[src/include/rtl_pkg.sv]
// constants and types for the replay timeout limit block
package rtl_pkg;
    // register byte offsets
    localparam logic [7:0] OFS_CTRL = 8'h00;
    localparam logic [7:0] OFS_WAKE = 8'h04;
    localparam logic [7:0] OFS_STATUS = 8'h08;
    localparam logic [7:0] OFS_MASK = 8'h0c;
    localparam logic [7:0] OFS_LIMIT = 8'h10;
    localparam logic [7:0] OFS_COUNT = 8'h14;
    // control field positions
    localparam int CTRL_EN_BIT = 0;
    localparam int CTRL_LONG_SYNC_BIT = 1;
    localparam int CTRL_PAYLOAD_LSB = 4;
    localparam int CTRL_WIDTH_LSB = 8;
    localparam int WAKE_LONG_LSB = 16;
    // status and mask bit positions
    localparam int ST_TIMEOUT_BIT = 0;
    localparam int ST_NAK_BIT = 1;
    localparam int ST_DEFER_BIT = 2;
    localparam int ST_BITS = 3;
    // values after reset
    localparam logic [31:0] CTRL_RESET = 32'h0000_0000;
    localparam logic [15:0] WAKE_NORM_RESET = 16'h0000;
    localparam logic [15:0] WAKE_LONG_RESET = 16'h0000;
    localparam logic [2:0] MASK_RESET = 3'h0;
    localparam logic [1:0] RELOAD_RESET = 2'h3;
    // fixed terms behind the limit table, in symbol times
    localparam int PACKET_OVERHEAD_CONST = 28;
    localparam int PROCESSING_DELAY_CONST = 19;
    localparam int TIMEOUT_MULT = 3;
    // table geometry and encodings
    localparam int N_PAYLOAD = 6;
    localparam int N_WIDTH = 7;
    localparam logic [2:0] PAYLOAD_MAX_CODE = 3'h5;
    localparam logic [2:0] WIDTH_X1_CODE = 3'h0;
    localparam logic [2:0] WIDTH_MAX_CODE = 3'h6;
    // unadjusted limits, rows 128..4096 bytes, columns x1 x2 x4 x8 x12 x16 x32
    localparam logic [15:0] LIMIT_TBL [0:N_PAYLOAD-1][0:N_WIDTH-1] = '{
        '{16'd711, 16'd384, 16'd219, 16'd201, 16'd174, 16'd144, 16'd99},
        '{16'd1248, 16'd651, 16'd354, 16'd321, 16'd270, 16'd216, 16'd135},
        '{16'd1677, 16'd867, 16'd462, 16'd258, 16'd327, 16'd258, 16'd156},
        '{16'd3213, 16'd1635, 16'd846, 16'd450, 16'd582, 16'd450, 16'd252},
        '{16'd6285, 16'd3171, 16'd1614, 16'd834, 16'd1095, 16'd834, 16'd444},
        '{16'd12429, 16'd6243, 16'd3150, 16'd1602, 16'd2118, 16'd1602, 16'd828}
    };
    // request kinds seen by the attribute cleaner
    typedef enum logic [2:0] {
        KIND_MEM = 3'h0,
        KIND_MEM_MSI = 3'h1,
        KIND_IO = 3'h2,
        KIND_CFG = 3'h3,
        KIND_TRUSTED_CFG = 3'h4,
        KIND_MSG = 3'h5,
        KIND_CPL = 3'h6
    } rtl_kind_t;
    typedef enum logic {
        CAUSE_TIMEOUT,
        CAUSE_NAK
    } rtl_cause_t;
endpackage

[src/include/rtl_lim_if.sv]
// carrier between the timer core and the limit lookup
`timescale 1ns/1ps
interface rtl_lim_if;
    logic [2:0] payload_code;
    logic [2:0] width_code;
    logic [15:0] unadj_limit;
    modport cons (output payload_code, output width_code, input unadj_limit);
    modport prov (input payload_code, input width_code, output unadj_limit);
endinterface

[src/hdl/rtl_limit_table.sv]
// unadjusted replay limit lookup by payload setting and link width
`timescale 1ns/1ps
module rtl_limit_table (
    // clock and reset
    input wire logic clk,
    input wire logic rst_n,
    // lookup port
    rtl_lim_if.prov lim
);
    logic [15:0] next_limit;
    logic [15:0] limit;

    // out-of-range codes fall back to the longest entry in their axis
    function automatic logic [15:0] rtl_lookup(input logic [2:0] pay, input logic [2:0] wid);
        logic [2:0] p;
        logic [2:0] w;
        p = (pay > rtl_pkg::PAYLOAD_MAX_CODE) ? rtl_pkg::PAYLOAD_MAX_CODE : pay;
        w = (wid > rtl_pkg::WIDTH_MAX_CODE) ? rtl_pkg::WIDTH_X1_CODE : wid;
        return rtl_pkg::LIMIT_TBL[p][w];
    endfunction

    always_comb begin
        next_limit = rtl_lookup(lim.payload_code, lim.width_code);
    end

    always_ff @(posedge clk) begin
        if (!rst_n) begin
            limit <= rtl_pkg::LIMIT_TBL[0][0];
        end else begin
            limit <= next_limit;
        end
    end

    assign lim.unadj_limit = limit;

    // smallest entry still covers overhead plus the delay twice over
    tbl_floor_a: assert property (@(posedge clk) disable iff (!rst_n)
        limit >= 16'(rtl_pkg::PACKET_OVERHEAD_CONST + 2 * rtl_pkg::PROCESSING_DELAY_CONST))
        else $error("limit table entry below fixed overhead floor");
    tbl_follow_a: assert property (@(posedge clk) disable iff (!rst_n)
        ##1 limit == rtl_lookup($past(lim.payload_code), $past(lim.width_code)))
        else $error("limit does not follow payload and width");
endmodule

[src/hdl/rtl_replay_timer.sv]
// replay timeout timer with apb registers and attribute cleaner
`timescale 1ns/1ps
module rtl_replay_timer #(
    parameter int CNT_W = 17
) (
    // clock and reset
    input wire logic clk,
    input wire logic rst_n,
    // apb slave
    input wire logic psel,
    input wire logic penable,
    input wire logic pwrite,
    input wire logic [7:0] paddr,
    input wire logic [31:0] pwdata,
    output logic [31:0] prdata,
    output logic pready,
    output logic pslverr,
    // link layer events, same clock
    input wire logic sym_tick,
    input wire logic tx_pkt_done,
    input wire logic ack_progress,
    input wire logic nak_rcvd,
    input wire logic unacked,
    input wire logic retrain,
    input wire logic tx_busy,
    input wire logic rx_wake_busy,
    // replay request
    output logic replay_start,
    output logic replay_cause,
    // request attribute cleaner
    input wire logic [2:0] req_kind,
    input wire logic req_ro,
    input wire logic req_ns,
    input wire logic req_permit,
    output logic out_ro,
    output logic out_ns,
    // interrupt
    output logic irq
);
    typedef enum logic [1:0] {
        S_IDLE,
        S_RUN,
        S_DUE,
        S_HOLD
    } rtl_state_t;

    rtl_lim_if lim ();
    logic [31:0] ctrl;
    logic [31:0] next_ctrl;
    logic [15:0] wake_norm;
    logic [15:0] next_wake_norm;
    logic [15:0] wake_long;
    logic [15:0] next_wake_long;
    logic [2:0] status;
    logic [2:0] next_status;
    logic [2:0] mask;
    logic [2:0] next_mask;
    logic [31:0] next_prdata;
    logic next_pready;
    logic next_pslverr;
    logic next_irq;
    logic wr_en;
    logic [6:0] cfg_key;
    logic [6:0] cfg_last;
    logic [1:0] reload;
    logic [1:0] next_reload;
    logic [CNT_W-1:0] eff_limit;
    logic [CNT_W-1:0] next_eff_limit;
    rtl_state_t state;
    rtl_state_t next_state;
    logic [CNT_W-1:0] cnt;
    logic [CNT_W-1:0] next_cnt;
    logic next_replay_start;
    logic next_replay_cause;
    logic ev_timeout;
    logic ev_nak;
    logic ev_defer;
    logic next_out_ro;
    logic next_out_ns;
    logic attr_forced;

    function automatic logic rtl_hit(input logic [7:0] a, input logic [7:0] ofs);
        return a == ofs;
    endfunction

    rtl_limit_table u_table (
        .clk(clk),
        .rst_n(rst_n),
        .lim(lim)
    );

    // apb: one wait state, so the access phase takes two cycles
    assign wr_en = psel && penable && pready && pwrite;
    always_comb begin
        next_pready = psel && penable && !pready;
        next_prdata = 32'h0000_0000;
        next_pslverr = 1'b0;
        if (psel && penable && !pready) begin
            if (rtl_hit(paddr, rtl_pkg::OFS_CTRL)) begin
                next_prdata = ctrl;
            end else if (rtl_hit(paddr, rtl_pkg::OFS_WAKE)) begin
                next_prdata = {wake_long, wake_norm};
            end else if (rtl_hit(paddr, rtl_pkg::OFS_STATUS)) begin
                next_prdata = {29'h0, status};
            end else if (rtl_hit(paddr, rtl_pkg::OFS_MASK)) begin
                next_prdata = {29'h0, mask};
            end else if (rtl_hit(paddr, rtl_pkg::OFS_LIMIT)) begin
                next_prdata = 32'(eff_limit);
            end else if (rtl_hit(paddr, rtl_pkg::OFS_COUNT)) begin
                next_prdata = 32'(cnt);
            end else begin
                next_pslverr = 1'b1;
            end
        end
    end

    always_comb begin
        next_ctrl = ctrl;
        next_wake_norm = wake_norm;
        next_wake_long = wake_long;
        next_mask = mask;
        if (wr_en && rtl_hit(paddr, rtl_pkg::OFS_CTRL)) begin
            next_ctrl = pwdata;
        end
        if (wr_en && rtl_hit(paddr, rtl_pkg::OFS_WAKE)) begin
            next_wake_norm = pwdata[15:0];
            next_wake_long = pwdata[rtl_pkg::WAKE_LONG_LSB +: 16];
        end
        if (wr_en && rtl_hit(paddr, rtl_pkg::OFS_MASK)) begin
            next_mask = pwdata[2:0];
        end
        // write one clears, but a new event in the same cycle wins
        next_status = status;
        if (wr_en && rtl_hit(paddr, rtl_pkg::OFS_STATUS)) begin
            next_status = status & ~pwdata[2:0];
        end
        next_status[rtl_pkg::ST_TIMEOUT_BIT] = next_status[rtl_pkg::ST_TIMEOUT_BIT] | ev_timeout;
        next_status[rtl_pkg::ST_NAK_BIT] = next_status[rtl_pkg::ST_NAK_BIT] | ev_nak;
        next_status[rtl_pkg::ST_DEFER_BIT] = next_status[rtl_pkg::ST_DEFER_BIT] | ev_defer;
        next_irq = |(next_status & next_mask);
    end

    always_ff @(posedge clk) begin
        if (!rst_n) begin
            ctrl <= rtl_pkg::CTRL_RESET;
            wake_norm <= rtl_pkg::WAKE_NORM_RESET;
            wake_long <= rtl_pkg::WAKE_LONG_RESET;
            mask <= rtl_pkg::MASK_RESET;
            status <= 3'h0;
            prdata <= 32'h0000_0000;
            pready <= 1'b0;
            pslverr <= 1'b0;
            irq <= 1'b0;
        end else begin
            ctrl <= next_ctrl;
            wake_norm <= next_wake_norm;
            wake_long <= next_wake_long;
            mask <= next_mask;
            status <= next_status;
            prdata <= next_prdata;
            pready <= next_pready;
            pslverr <= next_pslverr;
            irq <= next_irq;
        end
    end

    // limit selection: lookup is one cycle behind, so reload two cycles after a change
    assign lim.payload_code = ctrl[rtl_pkg::CTRL_PAYLOAD_LSB +: 3];
    assign lim.width_code = ctrl[rtl_pkg::CTRL_WIDTH_LSB +: 3];
    assign cfg_key = {ctrl[rtl_pkg::CTRL_LONG_SYNC_BIT], lim.payload_code, lim.width_code};
    always_comb begin
        next_reload = {reload[0], 1'b0};
        // a new wake allowance must reach the limit too, not only a new key
        if ((cfg_key != cfg_last) || (wr_en && rtl_hit(paddr, rtl_pkg::OFS_WAKE))) begin
            next_reload = 2'h3;
        end
        next_eff_limit = eff_limit;
        if (reload[1]) begin
            // table already holds the formula without the wake term
            next_eff_limit = CNT_W'(lim.unadj_limit) + CNT_W'(ctrl[rtl_pkg::CTRL_LONG_SYNC_BIT]
                ? wake_long : wake_norm);
        end
    end

    always_ff @(posedge clk) begin
        if (!rst_n) begin
            cfg_last <= 7'h00;
            reload <= rtl_pkg::RELOAD_RESET;
            eff_limit <= CNT_W'(rtl_pkg::LIMIT_TBL[0][0]);
        end else begin
            cfg_last <= cfg_key;
            reload <= next_reload;
            eff_limit <= next_eff_limit;
        end
    end

    // retry wait counter
    always_comb begin
        next_state = state;
        next_cnt = cnt;
        next_replay_start = 1'b0;
        next_replay_cause = replay_cause;
        ev_timeout = 1'b0;
        ev_nak = 1'b0;
        ev_defer = 1'b0;
        case (state)
            S_IDLE: begin
                next_cnt = '0;
                if (tx_pkt_done && unacked) begin
                    next_state = S_RUN;
                end
            end
            S_RUN: begin
                if (!unacked) begin
                    next_state = S_IDLE;
                    next_cnt = '0;
                end else if (nak_rcvd) begin
                    next_state = S_DUE;
                    next_replay_cause = rtl_pkg::CAUSE_NAK;
                    next_cnt = '0;
                    ev_nak = 1'b1;
                end else if (ack_progress) begin
                    next_cnt = '0;
                end else if (cnt >= eff_limit) begin
                    if (rx_wake_busy) begin
                        ev_defer = 1'b1;
                    end else begin
                        next_state = S_DUE;
                        next_replay_cause = rtl_pkg::CAUSE_TIMEOUT;
                        next_cnt = '0;
                        ev_timeout = 1'b1;
                    end
                end else if (sym_tick && !retrain) begin
                    next_cnt = cnt + 1'b1;
                end
            end
            S_DUE: begin
                if (!unacked) begin
                    next_state = S_IDLE;
                end else if (!tx_busy) begin
                    next_state = S_HOLD;
                    next_replay_start = 1'b1;
                end
            end
            S_HOLD: begin
                next_cnt = '0;
                if (!unacked) begin
                    next_state = S_IDLE;
                end else if (tx_pkt_done) begin
                    next_state = S_RUN;
                end
            end
            default: begin
                next_state = S_IDLE;
                next_cnt = '0;
            end
        endcase
        if (!ctrl[rtl_pkg::CTRL_EN_BIT]) begin
            next_state = S_IDLE;
            next_cnt = '0;
            next_replay_start = 1'b0;
        end
    end

    always_ff @(posedge clk) begin
        if (!rst_n) begin
            state <= S_IDLE;
            cnt <= '0;
            replay_start <= 1'b0;
            replay_cause <= rtl_pkg::CAUSE_TIMEOUT;
        end else begin
            state <= next_state;
            cnt <= next_cnt;
            replay_start <= next_replay_start;
            replay_cause <= next_replay_cause;
        end
    end

    // attribute cleaner: without req_permit, only plain memory and completions keep their attributes
    always_comb begin
        attr_forced = !req_permit && (req_kind != rtl_pkg::KIND_MEM)
            && (req_kind != rtl_pkg::KIND_CPL);
        next_out_ro = req_ro && !attr_forced;
        next_out_ns = req_ns && !attr_forced;
    end

    always_ff @(posedge clk) begin
        if (!rst_n) begin
            out_ro <= 1'b0;
            out_ns <= 1'b0;
        end else begin
            out_ro <= next_out_ro;
            out_ns <= next_out_ns;
        end
    end

    no_early_expiry_a: assert property (@(posedge clk) disable iff (!rst_n)
        (state == S_RUN) ##1 (state == S_DUE) && $past(!nak_rcvd) |-> $past(cnt >= eff_limit))
        else $error("replay due before limit reached");
    expiry_fires_a: assert property (@(posedge clk) disable iff (!rst_n)
        (state == S_RUN) && unacked && !nak_rcvd && !ack_progress && (cnt >= eff_limit)
        && !rx_wake_busy && ctrl[0] |=> (state == S_DUE) && (cnt == '0))
        else $error("expiry did not raise replay");
    nak_replay_a: assert property (@(posedge clk) disable iff (!rst_n)
        (state == S_RUN) && unacked && nak_rcvd && ctrl[0] |=> (state == S_DUE)
        && (replay_cause == rtl_pkg::CAUSE_NAK))
        else $error("nak did not raise replay");
    wake_defer_a: assert property (@(posedge clk) disable iff (!rst_n)
        (state == S_RUN) && rx_wake_busy && unacked && !nak_rcvd |=> (state != S_DUE))
        else $error("replay fired while ack link waking");
    tick_step_a: assert property (@(posedge clk) disable iff (!rst_n)
        (state == S_RUN) && (cnt < eff_limit) ##1 (state == S_RUN) && (cnt != '0)
        |-> cnt == $past(cnt) + CNT_W'($past(sym_tick && !retrain)))
        else $error("counter step wrong");
    hold_busy_a: assert property (@(posedge clk) disable iff (!rst_n)
        replay_start |-> $past(!tx_busy) && ($past(state) == S_DUE))
        else $error("replay started over busy transmitter");
    limit_sum_a: assert property (@(posedge clk) disable iff (!rst_n)
        reload[1] |=> eff_limit == CNT_W'($past(lim.unadj_limit)) + CNT_W'($past(
        ctrl[rtl_pkg::CTRL_LONG_SYNC_BIT]) ? $past(wake_long) : $past(wake_norm)))
        else $error("effective limit not table plus wake allowance");
    reload_on_change_a: assert property (@(posedge clk) disable iff (!rst_n)
        (cfg_key != cfg_last) |=> ##1 reload[1])
        else $error("limit not reloaded after setting change");
    attr_zero_a: assert property (@(posedge clk) disable iff (!rst_n)
        (req_kind inside {rtl_pkg::KIND_CFG, rtl_pkg::KIND_TRUSTED_CFG, rtl_pkg::KIND_IO,
        rtl_pkg::KIND_MEM_MSI, rtl_pkg::KIND_MSG}) && !req_permit |=> !out_ro && !out_ns)
        else $error("attribute not forced to zero");
    timeout_cov: cover property (@(posedge clk) disable iff (!rst_n) ev_timeout ##[1:20] replay_start);
    nak_cov: cover property (@(posedge clk) disable iff (!rst_n) ev_nak ##[1:20] replay_start);
    defer_cov: cover property (@(posedge clk) disable iff (!rst_n) ev_defer ##1 !rx_wake_busy);
    irq_cov: cover property (@(posedge clk) disable iff (!rst_n) $rose(irq));
endmodule

[config.mk]
export PLATFORM = sky130hd
export DESIGN_NAME = rtl_replay_timer
export DESIGN_NICKNAME = d
export VERILOG_FILES = /design/src/include/rtl_pkg.sv /design/src/include/rtl_lim_if.sv /design/src/hdl/rtl_limit_table.sv /design/src/hdl/rtl_replay_timer.sv
export SDC_FILE = /design/constraint.sdc
export NUM_CORES = 1
export LEC_CHECK = 0
export ABC_AREA = 0
export BUFFER_PORTS_ARGS = -buffer_cell sky130_fd_sc_hd__buf_4
export CAP_MARGIN = 20
export CORE_MARGIN = 2
export CORE_UTILIZATION = 31
export CTS_CLUSTER_DIAMETER = 40
export DETAILED_ROUTE_END_ITERATION = 8
export SYNTH_ARGS = -nofsm -noshare
export SYNTH_HDL_FRONTEND = slang
export SYNTH_SLANG_ARGS = --single-unit
[constraint.sdc]
create_clock -name clk -period 8.7 [get_ports clk]
set_input_delay 1.74 -clock clk [delete_from_list [all_inputs] [get_ports clk]]
set_output_delay 1.74 -clock clk [all_outputs]
set_load 0.05 [all_outputs]
* Word-level counts from Yosys, hierarchy flattened
Memories as Yosys holds them, arrays and structs flattened.
Cells that the tools add are included.
** Storage, ports and cells
- Bits in registers :: 170
- Bits in read-only memories :: 896
- Input bits :: 59
- Output and inout port bits :: 39
- Word-level logic and storage cells :: 148
- Memories kept :: 1
** Cells by class
- Add/sub/neg operators :: 2
- $lt $le $gt $ge :: 5
- Eq/ne operators :: 20
- Multiplexer cells :: 56
- Bitwise operators :: 10
- Reduce and logical (&&, ||, !) cells :: 34
** Memories
- (name not given) :: depth 8, bits a word 112, read ports 1, clocked after Yosys merged registers in 0, wr ports 0, line rtl_limit_table.sv:19 : return rtl_pkg::LIMIT_TBL[p][w];
** Operators with widths (count)
- $mux W112 :: 2
- $mux W17 :: 10
- $mux W32 :: 2
- $bmux W16 S3 :: 1
- $mux W16 :: 3
- $pmux W17 S2 :: 1
- $mux W1 :: 22
- $mux W2 :: 10
- $add A16 B16 Y17 :: 1
- $add A17 B1 Y17 const B :: 1
- $ge A17 B17 Y1 :: 1
- $eq A8 B4 Y1 const B :: 2
- $eq A8 B5 Y1 const B :: 2
- $logic_and A1 B1 Y1 :: 14
- $mux W3 :: 4
- $ne A4 B4 Y1 const B :: 3
- $ne A6 B6 Y1 const B :: 2
- $ne A3 B3 Y1 const B :: 3
- $eq A8 B3 Y1 const B :: 1
- $ge A4 B4 Y1 const B :: 2
- $logic_not A8 Y1 :: 1
- $not A3 Y4 :: 2
- $pmux W2 S4 :: 1
- $ne A7 B7 Y1 :: 1
- 22 further kinds :: 35

* Longest topological paths before layout
- Depth after elaboration :: 9
- Mapped depth :: 12
- Depth with buffers taken out :: 11

* Hierarchy
A second synthesis with hierarchy kept.
** Second synthesis, totals
- Cells, all modules :: 1094
- Area total of the unflattened synthesis :: 8809.7 sq um
** Modules (own cells, without submodules)
- rtl_replay_timer :: times used 1, cells an instance 938, area each 7629.8 sq um, sequential area each 3083.0 sq um
- rtl_limit_table :: times used 1, cells an instance 156, area each 1179.9 sq um, sequential area each 280.3 sq um

* Least setup slack after synthesis
OpenSTA, ideal clock, no wires.
- Path type :: input port to flip-flop
- Start :: input paddr[5]
- End :: register wake_long[12]
- Library setup time :: 132 ps
- Data arrival time :: 3160 ps
- Data required time :: 8568 ps
- Setup slack :: 5408 ps
- Cell stages on the path :: 7
- Buffers on the path :: 1
- Path through :: nor3_2 -> nand2_2 -> nor4b_2 -> nand2_1 -> clkbuf_1 -> nand2_1 -> a21oi_1
** On the way
- Word-level cells in the longest chain between the ends :: 2
** RTL lines
- start, declared :: line rtl_replay_timer.sv:13 : input wire logic [7:0] paddr,
- $eq A8 B3 Y1 :: line rtl_replay_timer.sv:83 : return a == ofs;
- $logic_and A1 B1 Y1 :: line rtl_replay_timer.sv:125 : if (wr_en && rtl_hit(paddr, rtl_pkg::OFS_WAKE)) begin
- end signal, assigned :: line rtl_replay_timer.sv:147 : wake_long <= rtl_pkg::WAKE_LONG_RESET;
- end signal, assigned :: line rtl_replay_timer.sv:157 : wake_long <= next_wake_long;
- end, declared :: line rtl_replay_timer.sv:52 : logic [15:0] wake_long;
Every way passes these cells.
A chain may end at the register's enable or synchronous reset.

* Final worst setup path
- Start :: input paddr[5]
- End :: register ctrl[28]
** On the way
- Word-level cells in the longest chain between the ends :: 2
** RTL lines
- $logic_not A8 Y1 :: line rtl_replay_timer.sv:83
- $logic_and A1 B1 Y1 :: line rtl_replay_timer.sv:122 : if (wr_en && rtl_hit(paddr, rtl_pkg::OFS_CTRL)) begin
- end signal, assigned :: line rtl_replay_timer.sv:145 : ctrl <= rtl_pkg::CTRL_RESET;
- end signal, assigned :: line rtl_replay_timer.sv:155 : ctrl <= next_ctrl;
- end, declared :: line rtl_replay_timer.sv:48 : logic [31:0] ctrl;
Every way passes these cells.

==> results.tsv <==
metric	value	unit
status	finished, final reports clean	
grt_overflow	0	
grt.total_usage	0.174	
p_sw_frac	0.247	
top_layer	met4	
die_h	171	µm
final_antenna_net_count	0	
antenna_found_initial	0	
power.leakage	4.13	nW
hold_violations	0	
clkSlewWorstSetupHoldPaths	0.07	ns
p_int	0.00118	W
met1_length	11200	µm
fin_crit	3.78	ns
fin_skew	0.0134	ns
die_area	29200	µm²
rows	61	
cts_tree	yes	
place_congestion	0.870	
endpoint_kind	flip-flop	
cts.path.max_buffers	2	
synth_ff_type	dfxtp_1	
h-tree-depth	4	
drcViolationCount	0	
required	8.98	ns
yosys_register_bits	168	
cts_root_buffer	clkbuf_16	
start_util	0.313	
syn_nets	1160	
synth_edf_count	0	
crit_arrival	4.05	ns
numCtsBuffers	17	
p_switching	0.000386	W
grt_start_max_net_pins	67	
synth-async-reset-ratio	0	
hold_buffers	0	
vias	7741	
die_x	171	µm
diodes	0	
rsz0062_at_grt	false	
dr_wl_met2	12100	µm
slew_headroom	0.326	
final_layout_size_suffix_gt1_frac	0.169	
period_share	0.434	
via_per_inst	5.13	
yosysSeqAreaShare	0.390	
ctsResizeCount	0	
worstSetupStartpoint	paddr[5]	
area_delta_synth_final	17.9	%
drtPass1Iterations	5	
pwr-share-clk	0.465	
drt-total-wl	24800	µm
nets	1219	
powerDensity	154	nW/µm²
synthTopCellsByArea	dfxtp_1, nand2_1, a21oi_1	
avgSynthCellArea	8.13	µm²
p_comb_frac	0.041	
drt-wirelength-per-cell	16.5	µm
cp_max_fo	21	
core-area	27600	µm²
irDropWorstVdd	139	µV
synth_area_leader_cell	dfxtp_1	
critPathKind	input port to flip-flop	
clk_latency	0.44	ns
layout_common_cells	nand2_1, dfxtp_1, buf_4	
clkSinkCount	168	
start_kind	input port	
tightest_slew	1.01	ns
layout_commonest_cell	nand2_1	
pin_count	98	
r2r-start	ctrl[1]$_SDFFE_PN0P_	
synth_top_area_share	0.390	
drt_iter0_markers	629	
met3_length	975	µm
clock.fmax	265	MHz
worst_hold_slack	0.419	ns
post-dp-hpwl	17700	µm
seq_power_share	0.494	
synth.distinct_cells	75	
fillers	2823	
slew_violations	0	
cts_setup_buffers	0	
syn_area	8620	µm²
syn_inst	1060	
min_path_type	flip-flop to flip-flop	
yosysWarnings	0	
finalSetupViolCount	0	
cap_viol_max_count	0	
tns	0	ns
hold_start	reload[0]$_SDFF_PN1_	
grt_pass1_wl	39600	µm
grt_pass1_vias	7331	
portBuffers	97	
-- synthesized netlist by cell type, drive strengths merged, types with 6 or more instances --
master	instances
a211oi	8
a211o	13
and3	20
a22oi	16
nor3	29
nand2	189
mux2i	27
a21o	12
nand3	27
inv	39
xor2	10
a221oi	19
and2	10
a31oi	8
o211ai	6
a21oi	108
clkbuf	48
o21ai	30
ha	40
dfxtp	168
xnor2	7
o22ai	6
buf	24
nor2	98
mux2	18
-- through the flow --
stage,total power [W],setup slack (ns),instances,utilization,cell area (µm²)
after CTS,0.00158,4.93,1510,0.369,10200
after global placement,0.000855,4.53,1478,0.349,9610
final,0.00156,4.92,1510,0.369,10200
after global routing,0.00162,4.77,1510,0.369,10200
after floorplan,0.000820,5.41,1060,-,8620
after detailed placement,0.000855,4.48,1478,0.349,9610
-- cells by family after synthesis --
| logic type | Yosys count | share of synthesized area |
|---|---|---|
| muxes | 45 | 0.0553 |
| adders and majority gates | 41 | 0.0604 |
| AOI/OAI and AO/OA | 260 | 0.196 |
| xor gates and xnor gates | 17 | 0.0173 |
| DFF | 168 | 0.390 |
| buffers and inverters | 112 | 0.0564 |
| and+or+nand+nor | 417 | 0.224 |
-- worst max-delay path, cell delays in order --
cell and delay (ns):
buf_4 0.11, nor3_2 0.23, nand2_2 0.18, or3_1 0.35, buf_4 0.22, nor2_8 0.26
nand2_1 0.40, buf_4 0.37, nand2_1 0.10, a21oi_1 0.07
-- final timing paths --
path,endpoint,slack (ns),depth (start not counted)
max,ctrl[28]$_SDFFE_PN0P_,4.92,10
min,reload[1]$_SDFF_PP1_,0.42,1
max reg2reg,eff_limit[14]$_SDFFE_PN0P_,5.03,11
min reg2reg,reload[1]$_SDFF_PP1_,0.42,1
-- power by group through the flow --
stage / logic (W) / registers, W / clock network, W
floorplan: 0.0000275 / 0.000793 / 0
global placement: 0.0000648 / 0.000790 / 0
detailed placement: 0.0000648 / 0.000790 / 0
CTS: 0.0000650 / 0.000772 / 0.000744
global route: 0.0000693 / 0.000772 / 0.000776
finish: 0.0000642 / 0.000772 / 0.000726
-- cell type report --
cell class,instances,area [µm²],area share
clock buffers,17,425,0.0419
clock inverters,15,134,0.0132
inverters,40,150,0.0148
multi-input cells,780,4780,0.470
flip-flops and latches,168,3360,0.331
well taps,378,473,0.0465
repair buffers,112,841,0.0827
-- sequential cells by signal, indices dropped and copies added, names as in the netlist --
signal	flops
replay_start	1
u_table.lim.unadj_limit	14
cfg_last	7
pready	1
status	3
mask	3
replay_cause	1
ctrl	32
eff_limit	17
state	2
cnt	17
wake_norm	16
reload	2
out_ns	1
wake_long	16
out_ro	1
prdata	32
irq	1
pslverr	1
-- layer usage --
layer,up-vias,global-route usage
met5,-,0
met1,3676,0.219
met2,176,0.299
li1,3856,-
met4,0,0.0613
met3,33,0.0308
Power figures use the tool's default switching activity.
